$ cat src/serial_ctrl_defines.vh
`ifndef SERIAL_CTRL_DEFINES_VH
`define SERIAL_CTRL_DEFINES_VH
`define ADDR_CONTROL_ONE    2'h0
`define ADDR_CONTROL_TWO    2'h1
`define ADDR_STATUS         2'h2
`define ADDR_DATA           2'h3
`define C1_RX_IRQ_EN        7
`define C1_ENABLE           6
`define C1_TX_IRQ_EN        5
`define C1_MASTER           4
`define C1_POLARITY         3
`define C1_PHASE            2
`define C1_SEL_OE           1
`define C1_LOW_FIRST        0
`define C2_FAULT_EN         4
`define C2_BIDIR_OE         3
`define C2_WAIT_STOP        1
`define C2_SINGLE_WIRE      0
`define C2_IMPL_MASK        8'h1B
`define C1_RESET            8'h00
`define C2_RESET            8'h00
`define ST_RX_FULL          7
`define ST_FAULT            4
`define ST_TX_EMPTY         5
`define HALF_BIT_CYCLES     8'h04
`endif

$ cat src/serial_shifter.v
`timescale 1ns/1ns
module serial_shifter #(
  parameter HALF = 8'h04
) (
  input  wire       clk,
  input  wire       rst,
  input  wire       run,
  input  wire       master,
  input  wire       phase,
  input  wire       low_first,
  input  wire       start,
  input  wire [7:0] tx_byte,
  input  wire       sck_lvl,
  input  wire       sel_n,
  input  wire       din,
  output reg        sck_q,
  output reg        dout_q,
  output reg        busy_q,
  output reg        done_q,
  output reg  [7:0] rx_q
);
  reg [7:0] sh_q;
  reg [7:0] div_q;
  reg [4:0] edge_q;
  reg       sck_prev_q;
  wire      tick = (div_q == HALF - 8'h01);
  wire      out_bit = low_first ? sh_q[0] : sh_q[7];
  wire      s_edge = busy_q & ~master & (sck_lvl ^ sck_prev_q);
  wire      any_edge = master ? (busy_q & tick) : s_edge;
  // Odd edges sample for phase 0, even edges for phase 1
  wire      samp = (edge_q[0] == phase);
  wire [7:0] sh_in = low_first ? {din, sh_q[7:1]} : {sh_q[6:0], din};
  always @(posedge clk) begin
    done_q <= 1'b0;
    if (rst || !run) begin
      sh_q <= 8'h00;
      div_q <= 8'h00;
      edge_q <= 5'h00;
      sck_q <= 1'b0;
      busy_q <= 1'b0;
      dout_q <= 1'b0;
      rx_q <= 8'h00;
      sck_prev_q <= 1'b0;
    end else begin
      sck_prev_q <= sck_lvl;
      div_q <= (tick || !busy_q) ? 8'h00 : div_q + 8'h01;
      if (!busy_q && (start || (!master && !sel_n))) begin
        busy_q <= 1'b1;
        sh_q <= tx_byte;
        edge_q <= 5'h00;
        sck_q <= 1'b0;
        dout_q <= low_first ? tx_byte[0] : tx_byte[7];
      end else if (busy_q && !master && sel_n) begin
        busy_q <= 1'b0;
      end else if (any_edge) begin
        edge_q <= edge_q + 5'h01;
        if (master)
          sck_q <= ~sck_q;
        if (samp)
          sh_q <= sh_in;
        if (!samp) begin
          dout_q <= out_bit;
        end
        if (edge_q == 5'h0F) begin
          busy_q <= 1'b0;
          done_q <= 1'b1;
          rx_q <= samp ? sh_in : sh_q;
          sck_q <= 1'b0;
        end
      end
    end
  end
endmodule // serial_shifter

$ cat src/serial_control.v
// Functional notes
// - Receive-full or fault raises irq when enabled
// - Disable halts, clears buffers, flags reset
// - Transmit-empty raises irq when enabled
// - Master select picks master or slave
// - Polarity inverts clock and idle level
// - Phase picks first edge mid or start
// - Low-bit-first picks shift order
// - Master without fault enable frees select
// - Master fault enable, no oe: fault input
// - Slave: select is input, options ignored
// - Unused second control bits read zero
// - Bidir oe drives single data pin
// - Separate pins ignore bidir oe
// - Wait stop bit halts clocks in wait
// - Slave single wire uses slave-out pin
// - Master single wire uses master-out pin
// - Pin control picks separate or single
// - Disabled: all four pins released
`timescale 1ns/1ns
`include "serial_ctrl_defines.vh"
module serial_control (
  input  wire       clk,
  input  wire       rst,
  input  wire [1:0] addr,
  input  wire [7:0] wdata,
  input  wire       wr,
  input  wire       rd,
  output reg  [7:0] rdata_q,
  input  wire       wait_mode,
  input  wire       sck_in,
  input  wire       mosi_in,
  input  wire       miso_in,
  input  wire       sel_in,
  output reg        sck_out_q,
  output reg        sck_oe_q,
  output reg        mosi_out_q,
  output reg        mosi_oe_q,
  output reg        miso_out_q,
  output reg        miso_oe_q,
  output reg        sel_out_q,
  output reg        sel_oe_q,
  output reg        irq_q
);
  reg  [7:0] c1_q;
  reg  [7:0] c2_q;
  reg  [7:0] txbuf_q;
  reg        tx_empty_q;
  reg        rx_full_q;
  reg        fault_q;
  reg  [7:0] rxbuf_q;
  reg        st_seen_tx_q;
  reg        st_seen_rx_q;
  reg  [3:0] meta_q;
  reg  [3:0] sync_q;
  reg        load_q;
  wire       en = c1_q[`C1_ENABLE];
  wire       mst = c1_q[`C1_MASTER];
  wire       pol = c1_q[`C1_POLARITY];
  wire       single = c2_q[`C2_SINGLE_WIRE];
  wire       boe = c2_q[`C2_BIDIR_OE];
  wire       fen = c2_q[`C2_FAULT_EN];
  wire       soe = c1_q[`C1_SEL_OE];
  wire       stopped = c2_q[`C2_WAIT_STOP] & wait_mode;
  wire       run = en & ~stopped;
  wire       sck_s = sync_q[0];
  wire       mosi_s = sync_q[1];
  wire       miso_s = sync_q[2];
  wire       sel_s = sync_q[3];
  wire       fault_in = en & mst & fen & ~soe & ~sel_s;
  wire       din;
  wire       sck_core;
  wire       dout;
  wire       busy;
  wire       done;
  wire [7:0] rx_byte;
  wire       rd_st = rd && (addr == `ADDR_STATUS);
  wire       rd_dat = rd && (addr == `ADDR_DATA);
  wire       wr_dat = wr && (addr == `ADDR_DATA);
  // Slave single wire reads the slave-out pin, master reads master-out
  assign din = single ? (mst ? mosi_s : miso_s) : (mst ? miso_s : mosi_s);
  // Both synchroniser stages before any logic reads the pins
  always @(posedge clk) begin
    if (rst) begin
      meta_q <= 4'h0;
      sync_q <= 4'hF;
    end else begin
      meta_q <= {sel_in, miso_in, mosi_in, sck_in};
      sync_q <= meta_q;
    end
  end
  // Polarity undone on input so the shifter sees idle-low clock
  serial_shifter #(.HALF(`HALF_BIT_CYCLES)) u_shift (
    .clk       (clk),
    .rst       (rst),
    .run       (run & ~fault_q),
    .master    (mst),
    .phase     (c1_q[`C1_PHASE]),
    .low_first (c1_q[`C1_LOW_FIRST]),
    .start     (load_q),
    .tx_byte   (txbuf_q),
    .sck_lvl   (sck_s ^ pol),
    .sel_n     (sel_s),
    .din       (din),
    .sck_q     (sck_core),
    .dout_q    (dout),
    .busy_q    (busy),
    .done_q    (done),
    .rx_q      (rx_byte)
  );
  always @(posedge clk) begin
    if (rst) begin
      c1_q <= `C1_RESET;
      c2_q <= `C2_RESET;
    end else if (wr) begin
      if (addr == `ADDR_CONTROL_ONE)
        c1_q <= wdata;
      if (addr == `ADDR_CONTROL_TWO)
        c2_q <= wdata & `C2_IMPL_MASK;
    end
  end
  // Transmit buffer, flags; set wins over software clear
  always @(posedge clk) begin
    load_q <= 1'b0;
    if (rst || !en) begin
      txbuf_q <= 8'h00;
      tx_empty_q <= 1'b1;
      rx_full_q <= 1'b0;
      rxbuf_q <= 8'h00;
      fault_q <= 1'b0;
      st_seen_tx_q <= 1'b0;
      st_seen_rx_q <= 1'b0;
    end else begin
      if (rd_st) begin
        st_seen_tx_q <= tx_empty_q;
        st_seen_rx_q <= rx_full_q;
      end
      if (wr_dat && st_seen_tx_q && tx_empty_q) begin
        txbuf_q <= wdata;
        tx_empty_q <= 1'b0;
        st_seen_tx_q <= 1'b0;
      end
      if (!tx_empty_q && !busy && !load_q && mst) begin
        load_q <= 1'b1;
        tx_empty_q <= 1'b1;
      end
      if (!mst && !busy && !tx_empty_q && sel_s)
        load_q <= 1'b1;
      if (!mst && load_q)
        tx_empty_q <= 1'b1;
      if (rd_dat && st_seen_rx_q) begin
        rx_full_q <= 1'b0;
        st_seen_rx_q <= 1'b0;
      end
      if (done) begin
        rxbuf_q <= rx_byte;
        rx_full_q <= 1'b1;
      end
      if (fault_in) begin
        fault_q <= 1'b1;
      end else if (rd_st && fault_q && wr == 1'b0) begin
        fault_q <= fault_q;
      end
      if (wr && addr == `ADDR_CONTROL_ONE && fault_q && !fault_in)
        fault_q <= 1'b0;
    end
  end
  // Pin muxing; drivers only while enabled
  always @(posedge clk) begin
    if (rst || !en) begin
      sck_out_q <= 1'b0;
      sck_oe_q <= 1'b0;
      mosi_out_q <= 1'b0;
      mosi_oe_q <= 1'b0;
      miso_out_q <= 1'b0;
      miso_oe_q <= 1'b0;
      sel_out_q <= 1'b1;
      sel_oe_q <= 1'b0;
    end else begin
      sck_out_q <= sck_core ^ pol;
      sck_oe_q <= mst & ~fault_q;
      mosi_out_q <= dout;
      miso_out_q <= dout;
      if (single) begin
        mosi_oe_q <= mst & boe;
        miso_oe_q <= ~mst & boe & ~sel_s;
      end else begin
        mosi_oe_q <= mst & ~fault_q;
        miso_oe_q <= ~mst & ~sel_s;
      end
      sel_out_q <= ~(busy | load_q);
      sel_oe_q <= mst & fen & soe;
    end
  end
  always @(posedge clk) begin
    if (rst) begin
      rdata_q <= 8'h00;
      irq_q <= 1'b0;
    end else begin
      irq_q <= (c1_q[`C1_RX_IRQ_EN] & (rx_full_q | fault_q))
             | (c1_q[`C1_TX_IRQ_EN] & tx_empty_q);
      rdata_q <= 8'h00;
      if (rd) begin
        case (addr)
          `ADDR_CONTROL_ONE: rdata_q <= c1_q;
          `ADDR_CONTROL_TWO: rdata_q <= c2_q & `C2_IMPL_MASK;
          `ADDR_STATUS: rdata_q <= {rx_full_q, 1'b0, tx_empty_q,
                                    fault_q, 4'h0};
          default: rdata_q <= rxbuf_q;
        endcase
      end
    end
  end
endmodule // serial_control

$ cat config.mk
export PLATFORM = sky130hd
export DESIGN_NAME = serial_control
export DESIGN_NICKNAME = d
export VERILOG_FILES = /design/src/serial_shifter.v /design/src/serial_control.v
export VERILOG_INCLUDE_DIRS = /design/src /design/src/src
export SDC_FILE = /design/constraint.sdc
export NUM_CORES = 1
export LEC_CHECK = 0
export BUFFER_PORTS_ARGS = -buffer_cell sky130_fd_sc_hd__buf_2
export CORE_MARGIN = 1
export CORE_UTILIZATION = 45
export DETAILED_ROUTE_END_ITERATION = 8
export GPL_ROUTABILITY_DRIVEN = 0
export MAX_ROUTING_LAYER = met4
export PLACE_DENSITY_LB_ADDON = 0.08
export RECOVER_POWER = 100
export SYNTH_ARGS = -nofsm -noshare
export SYNTH_HDL_FRONTEND = slang
export SYNTH_SLANG_ARGS = --single-unit
$ cat constraint.sdc
create_clock -name clk -period 2.33 [get_ports clk]
set_input_delay 0.1165 -clock clk [delete_from_list [all_inputs] [get_ports clk]]
set_output_delay 0.1165 -clock clk [all_outputs]
set_load 0.02 [all_outputs]
Yosys cells after proc, flatten, opt, wreduce, memory -nomap -nowiden
Cells that the tools add are included.

Bits in registers: 92. Bits of input ports: 19. Output and inout port bits: 17. Logic and storage cells: 159.

$add $sub $neg: 2. Eq/ne operators: 8. Multiplexer cells: 29. Bitwise gates (word level): 36. Reduce and logical (&&, ||, !) cells: 54.

Operators with widths (count): two-way mux 8 bit (5); case mux 8 bit (3 select lines) (1); two-way mux 1 bit (23); logical AND 1 bit (20); bitwise AND 1 bit (19); OR reduction 2 bit (6); NOT 1 bit (11); AND reduction 2 bit (5); adder 8 x 1 -> 8 bit, second input constant (1); == test 8 x 2 -> 1 bit, second input constant (1); logical NOT 1 bit (8); AND reduction 3 bit (2); nonzero test 2 bit (3); nonzero test 3 bit (2); adder 5 x 1 -> 5 bit, second input constant (1); == test 5 x 4 -> 1 bit, second input constant (1); == test 2 bit, second input constant (2); logical OR 1 bit (4); AND reduction 4 bit (1); OR reduction 4 bit (1); bitwise OR 1 bit (3); OR reduction 3 bit (1); bitwise XOR 1 bit (3); == test 2 x 1 -> 1 bit, second input constant (1); 4 further kinds (4).

Longest topological paths before layout
Word-level depth: 7. Mapped depth: 8. Gate-level depth less buffers: 7.

By module
From an unflattened synthesis, not the netlist that was laid out.

Cell total of the unflattened synthesis: 427. Area, all modules: 4012.6 um^2.

Modules (own cells, without submodules): serial_control (times used 1, cells each 219, area an instance 2177.1 um^2, sequential area each 1161.1 um^2); serial_shifter (times used 1, cells each 208, area an instance 1835.5 um^2, sequential area each 680.7 um^2).

Worst setup path before layout
OpenSTA, ideal clock, no wires.

Path kind: reg2reg. From: reg u_shift.div_q[0]. To: reg u_shift.rx_q[0]. Arrival time: 1785 ps. Data required time: 2202 ps. Path slack: 418 ps. Cell stages (with the launch flop): 8. Period minus slack after synthesis: 1912 ps. Cells stage by stage: dfxtp_1 > ha_1 > nor4b_1 > nand4_1 > a21oi_1 > buf_2 > mux2i_1 > nor2_1.

Word-level cells in the longest chain between the ends: 4.

Ends and longest elaborated chain: start: declaration (line serial_shifter.v:23) `reg [7:0] div_q;`; start signal: assignment (line serial_shifter.v:46) `div_q <= (tick || !busy_q) ? 8'h00 : div_q + 8'h01;`; == test 8 x 2 -> 1 bit (line serial_shifter.v:26) `wire tick = (div_q == HALF - 8'h01);`; bitwise AND 1 bit (line serial_shifter.v:29) `wire any_edge = master ? (busy_q & tick) : s_edge;`; two-way mux 1 bit (line serial_shifter.v:29); AND reduction 4 bit (no line); end signal: assignment (line serial_shifter.v:67) `rx_q <= samp ? sh_in : sh_q;`; end: declaration (line serial_shifter.v:20) `output reg [7:0] rx_q`.

Every way passes these cells. A chain may end at the register's enable or synchronous reset.

Worst setup path in the final report
From: reg c1_q[4]. To: reg u_shift.sh_q[7].

Word-level cells in the longest chain between the ends: 7. Elaborated cells on any way between the ends: 21.

Ends and longest elaborated chain: start: declaration (line serial_control.v:45) `reg [7:0] c1_q;`; start signal: assignment (line serial_control.v:113) `` c1_q <= `C1_RESET; ``; start signal: assignment (line serial_control.v:117) `c1_q <= wdata;`; two-way mux 1 bit (2 in a row) (line serial_control.v:81) `assign din = single ? (mst ? mosi_s : miso_s) : (mst ? miso_s : mosi_s);`; two-way mux 8 bit (line serial_shifter.v:32) `wire [7:0] sh_in = low_first ? {din, sh_q[7:1]} : {sh_q[6:0], din};`; two-way mux 8 bit; two-way mux 8 bit (line serial_shifter.v:55) `end else if (any_edge) begin`; two-way mux 8 bit (line serial_shifter.v:53) `end else if (busy_q && !master && sel_n) begin`; two-way mux 8 bit (line serial_shifter.v:47) `if (!busy_q && (start || (!master && !sel_n))) begin`; end signal: assignment (line serial_shifter.v:49) `sh_q <= tx_byte;`; end signal: assignment (line serial_shifter.v:60) `sh_q <= sh_in;`; end: declaration (line serial_shifter.v:22) `reg [7:0] sh_q;`.

Parallel ways exist; a longest one is shown, timed or not. The select of a mux whose other input is x is not followed.

==> metrics.md <==
| Metric | Value |
|---|---|
| Top-count cell post-synth | dfxtp_1 |
| Lkg Pwr | 1.53 nW |
| Cell Area, Synth | 0.00371 mm^2 |
| Worst EP required | 2600 ps |
| Setup crit end kind | flop |
| Count of flip-flops with a built-in enable after synthesis | 0 |
| Clk_skew | 11.6 ps |
| Dominant synthesized flop cell | dfxtp_1 |
| Max H-tree Level | 3 |
| Drt wl/cell | 15.4 um |
| Final worst path period need | roughly 2100 ps |
| Starting density of the core | 47.2% |
| Startpoint types | flop |
| Top-area cell type share of the netlist area | 49.7% |
| Drt total wl | 8.45 mm |
| Vias per Instance | 5.22 |
| I/O Buffers | 35 |
| DPL Wire Length | 6.17 mm |
| RSZ-0062 raised after global routing | no |
| Smallest hold slack | 18.8 ps |
| Vias in the first global route | 2683 |
| CTS tree | done |
| Slew margin rel. | 24.0% |
| Setup repair bufs after CTS | 0 |
| Nets | roughly 460 |
| Worst Path Arrival | 2380 ps |
| Largest net degree at the start of global routing | 24 |
| FP Rows | 32 |
| Number of cells in the finished layout apart from fillers | 548 |
| Final global-route overflow total | 0 |
| Post-synth ARST share | 0% |
| Clock Tree Root | clkbuf_8 |
| Synthesis-to-layout area growth | 13.6% |
| Synth top area cells | dfxtp_1 (50%), mux2i_1 (12%), nor2_1 (6.4%) |
| Core area | 0.00785 mm^2 |
| Ant diodes | 0 |
| Crit Path Max Fanout | 9 |
| Yosys warns | 0 |
| Endpoints failing setup | 0 |
| Worst Tran Pin Value | between 1000 and 1500 ps |
| Max Cap Viol | 0 |
| Vias | 2860 |
| Syn_nets | between 400 and 500 |
| Setup TNS | 0 ps |
| First-pass GRT wire length | about 14 mm |
| First-pass DRT Iterations | 4 |
| Slowest cell on the critical path | dfxtp_1 |
| Die ar. | 0.00860 mm^2 |
| Synth cell count leaders | dfxtp_1 (92), nor2_1 (63), mux2i_1 (44) |
| Reg clk slew, reported paths | 90 ps |
| Final hold violation count | 0 |
| Initial drt markers | 139 |
| Initial antenna violation count | 0 |
| Seq/Total Area, Yosys | 49.7% |
| Ports | 36 |
| Die Width | ~93 um |
| Footprint of the multi-input gates | 0.00176 mm^2 |
| Post-route ant nets | 0 |
| DIE HEIGHT | 92.8 um |
| Max stage delay on crit path | around 430 ps |
| Fmax | between 400 and 500 MHz |
| Setup Crit Path Kind | reg -> reg |
| Status | complete, no violations |
| Pins Over Slew Limit | 0 |
| Max Buffers Root-to-Sink | 2 |
| FF+latch area | 0.00184 mm^2 |
| Cells after DPL | between 500 and 600 |
| Post-Syn Instances | 400 |
| CTS Buf Count | 9 |
| Worst Hold Class | in -> reg |
| Peak VDD IR | 362 uV |
| #FFs+latches synth | 92 |
| Clock latency on the worst-skew pair | ~360 ps |
| CTS sink count | 92 |
| Buf+Inv Stages, Crit Path | 1 |
| Pwr Density | 665 mW/mm^2 |
| Crit-path cells | clkbuf_1 -> nor2_1 -> o21bai_1 -> nand2_1 -> o32ai_1 |
| DRC | 0 |
| Layout cells sized above 1 | 11.4% |
| Final period utilization | 90.6% |
| Gr usage total | 21.7% |
| Top delay family on crit path | compound AO/OA/AOI/OAI gates |
| Post-synth top area cell | dfxtp_1 |
| Avg Inst Size Synth | 9.27 um^2 |
| FILL cells | 797 |
| Distinct cells, synth | 46 |
[layout by cell type (no fill, tap or decap), types with 2 or more instances in the layout]
cell type,n
a211oi_1,3
buf_2,17
and2_1,2
mux2i_1,44
nand2_1,38
ha_1,3
nand3b_1,2
clkbuf_1,23
and3_1,3
xor2_1,8
dlygate4sd3_1,5
mux4_2,2
clkinv_2,2
nand4_1,2
buf_4,8
inv_1,5
o21ai_0,18
nor4_1,2
mux2_2,2
nor2_1,63
nor2b_1,8
or2_2,5
a21oi_1,28
xnor2_1,6
nand3_1,11
clkbuf_8,10
and2_0,3
nor3_1,4
dfxtp_1,92
a211o_1,2
nand2b_1,3
a22oi_1,4
[path summary, 6_finish.rpt]
path / from / cells after the start / slack (ps) / to
worst max register to register: c1_q[4] / 5 / 220 / u_shift.sh_q[7]
worst min register to register: meta_q[1] / 1 / 410 / sync_q[1]
worst min-delay path: wdata[5] / 3 / 20 / c1_q[5]
worst max-delay path: c1_q[4] / 5 / 220 / u_shift.sh_q[7]
[kinds of logic after synthesis]
kind of cell	Yosys count	synth area share [%]
buffers and inverters	26	2.87
adder cells (fa/ha/maj)	3	1.01
XOR/XNOR	15	3.92
multiplexers	48	13.7
AND/OR/NAND/NOR	151	18.6
AO/OA/AOI/OAI	65	10.2
flip-flops	92	49.7
[registers in the layout, indices dropped and copies added, names as in the netlist, 4 cells and up]
| signal | cells |
|---|---|
| c1_q | 8 |
| c2_q | 4 |
| meta_q | 4 |
| rdata_q | 8 |
| rxbuf_q | 8 |
| sync_q | 4 |
| txbuf_q | 8 |
| u_shift.div_q | 8 |
| u_shift.edge_q | 5 |
| u_shift.rx_q | 8 |
| u_shift.sh_q | 8 |
[routing by layer]
layer,up-vias,GRT usage [%],wire [um]
met5,-,-,0
li1,1456,-,-
met3,15,4.84,377
met1,1327,29.4,4190
met4,0,7.95,189
met2,62,31.7,3690
[worst min-delay path: cells and delay by family]
family	cells	cell delay, ps
buffers and inverters	1	110
and+or+nand+nor	1	50
AOI/OAI and AO/OA	1	50
[repair_timing]
| action | CTS | global route |
|---|---|---|
| gates resized for setup | 0 | 0 |
| hold buffers | 5 | 0 |
| hold endpoints to repair | 5 | 0 |
[cell type report]
cell class / count / area share, %
tap: 102 / 3.03
clock inverter: 4 / 1.16
sequential: 92 / 43.7
inverter: 5 / 0.446
timing repair buffer: 51 / 6.51
multi-input combinational: 282 / 41.7
clock buffer: 12 / 3.45
[power breakdown]
group / leakage [nW] / internal (mW) / switching, mW
combinational: 0.684 / 0.0559 / 0.0747
sequential: 0.744 / 1.59 / 0.0186
clock: 0.100 / 0.525 / 0.539
[stage by stage]
stage	power (mW)	cell area [um^2]	utilization, %	setup WS (ps)
finish	2.80	4210	53.7	218
floorplan	1.72	3710	-	418
global placement	1.77	4000	51.0	350
global route	2.91	4210	53.7	41.3
detailed placement	1.77	4000	51.0	262
CTS	2.83	4250	54.1	235
Note: power is estimated with default switching activity, not from simulation.
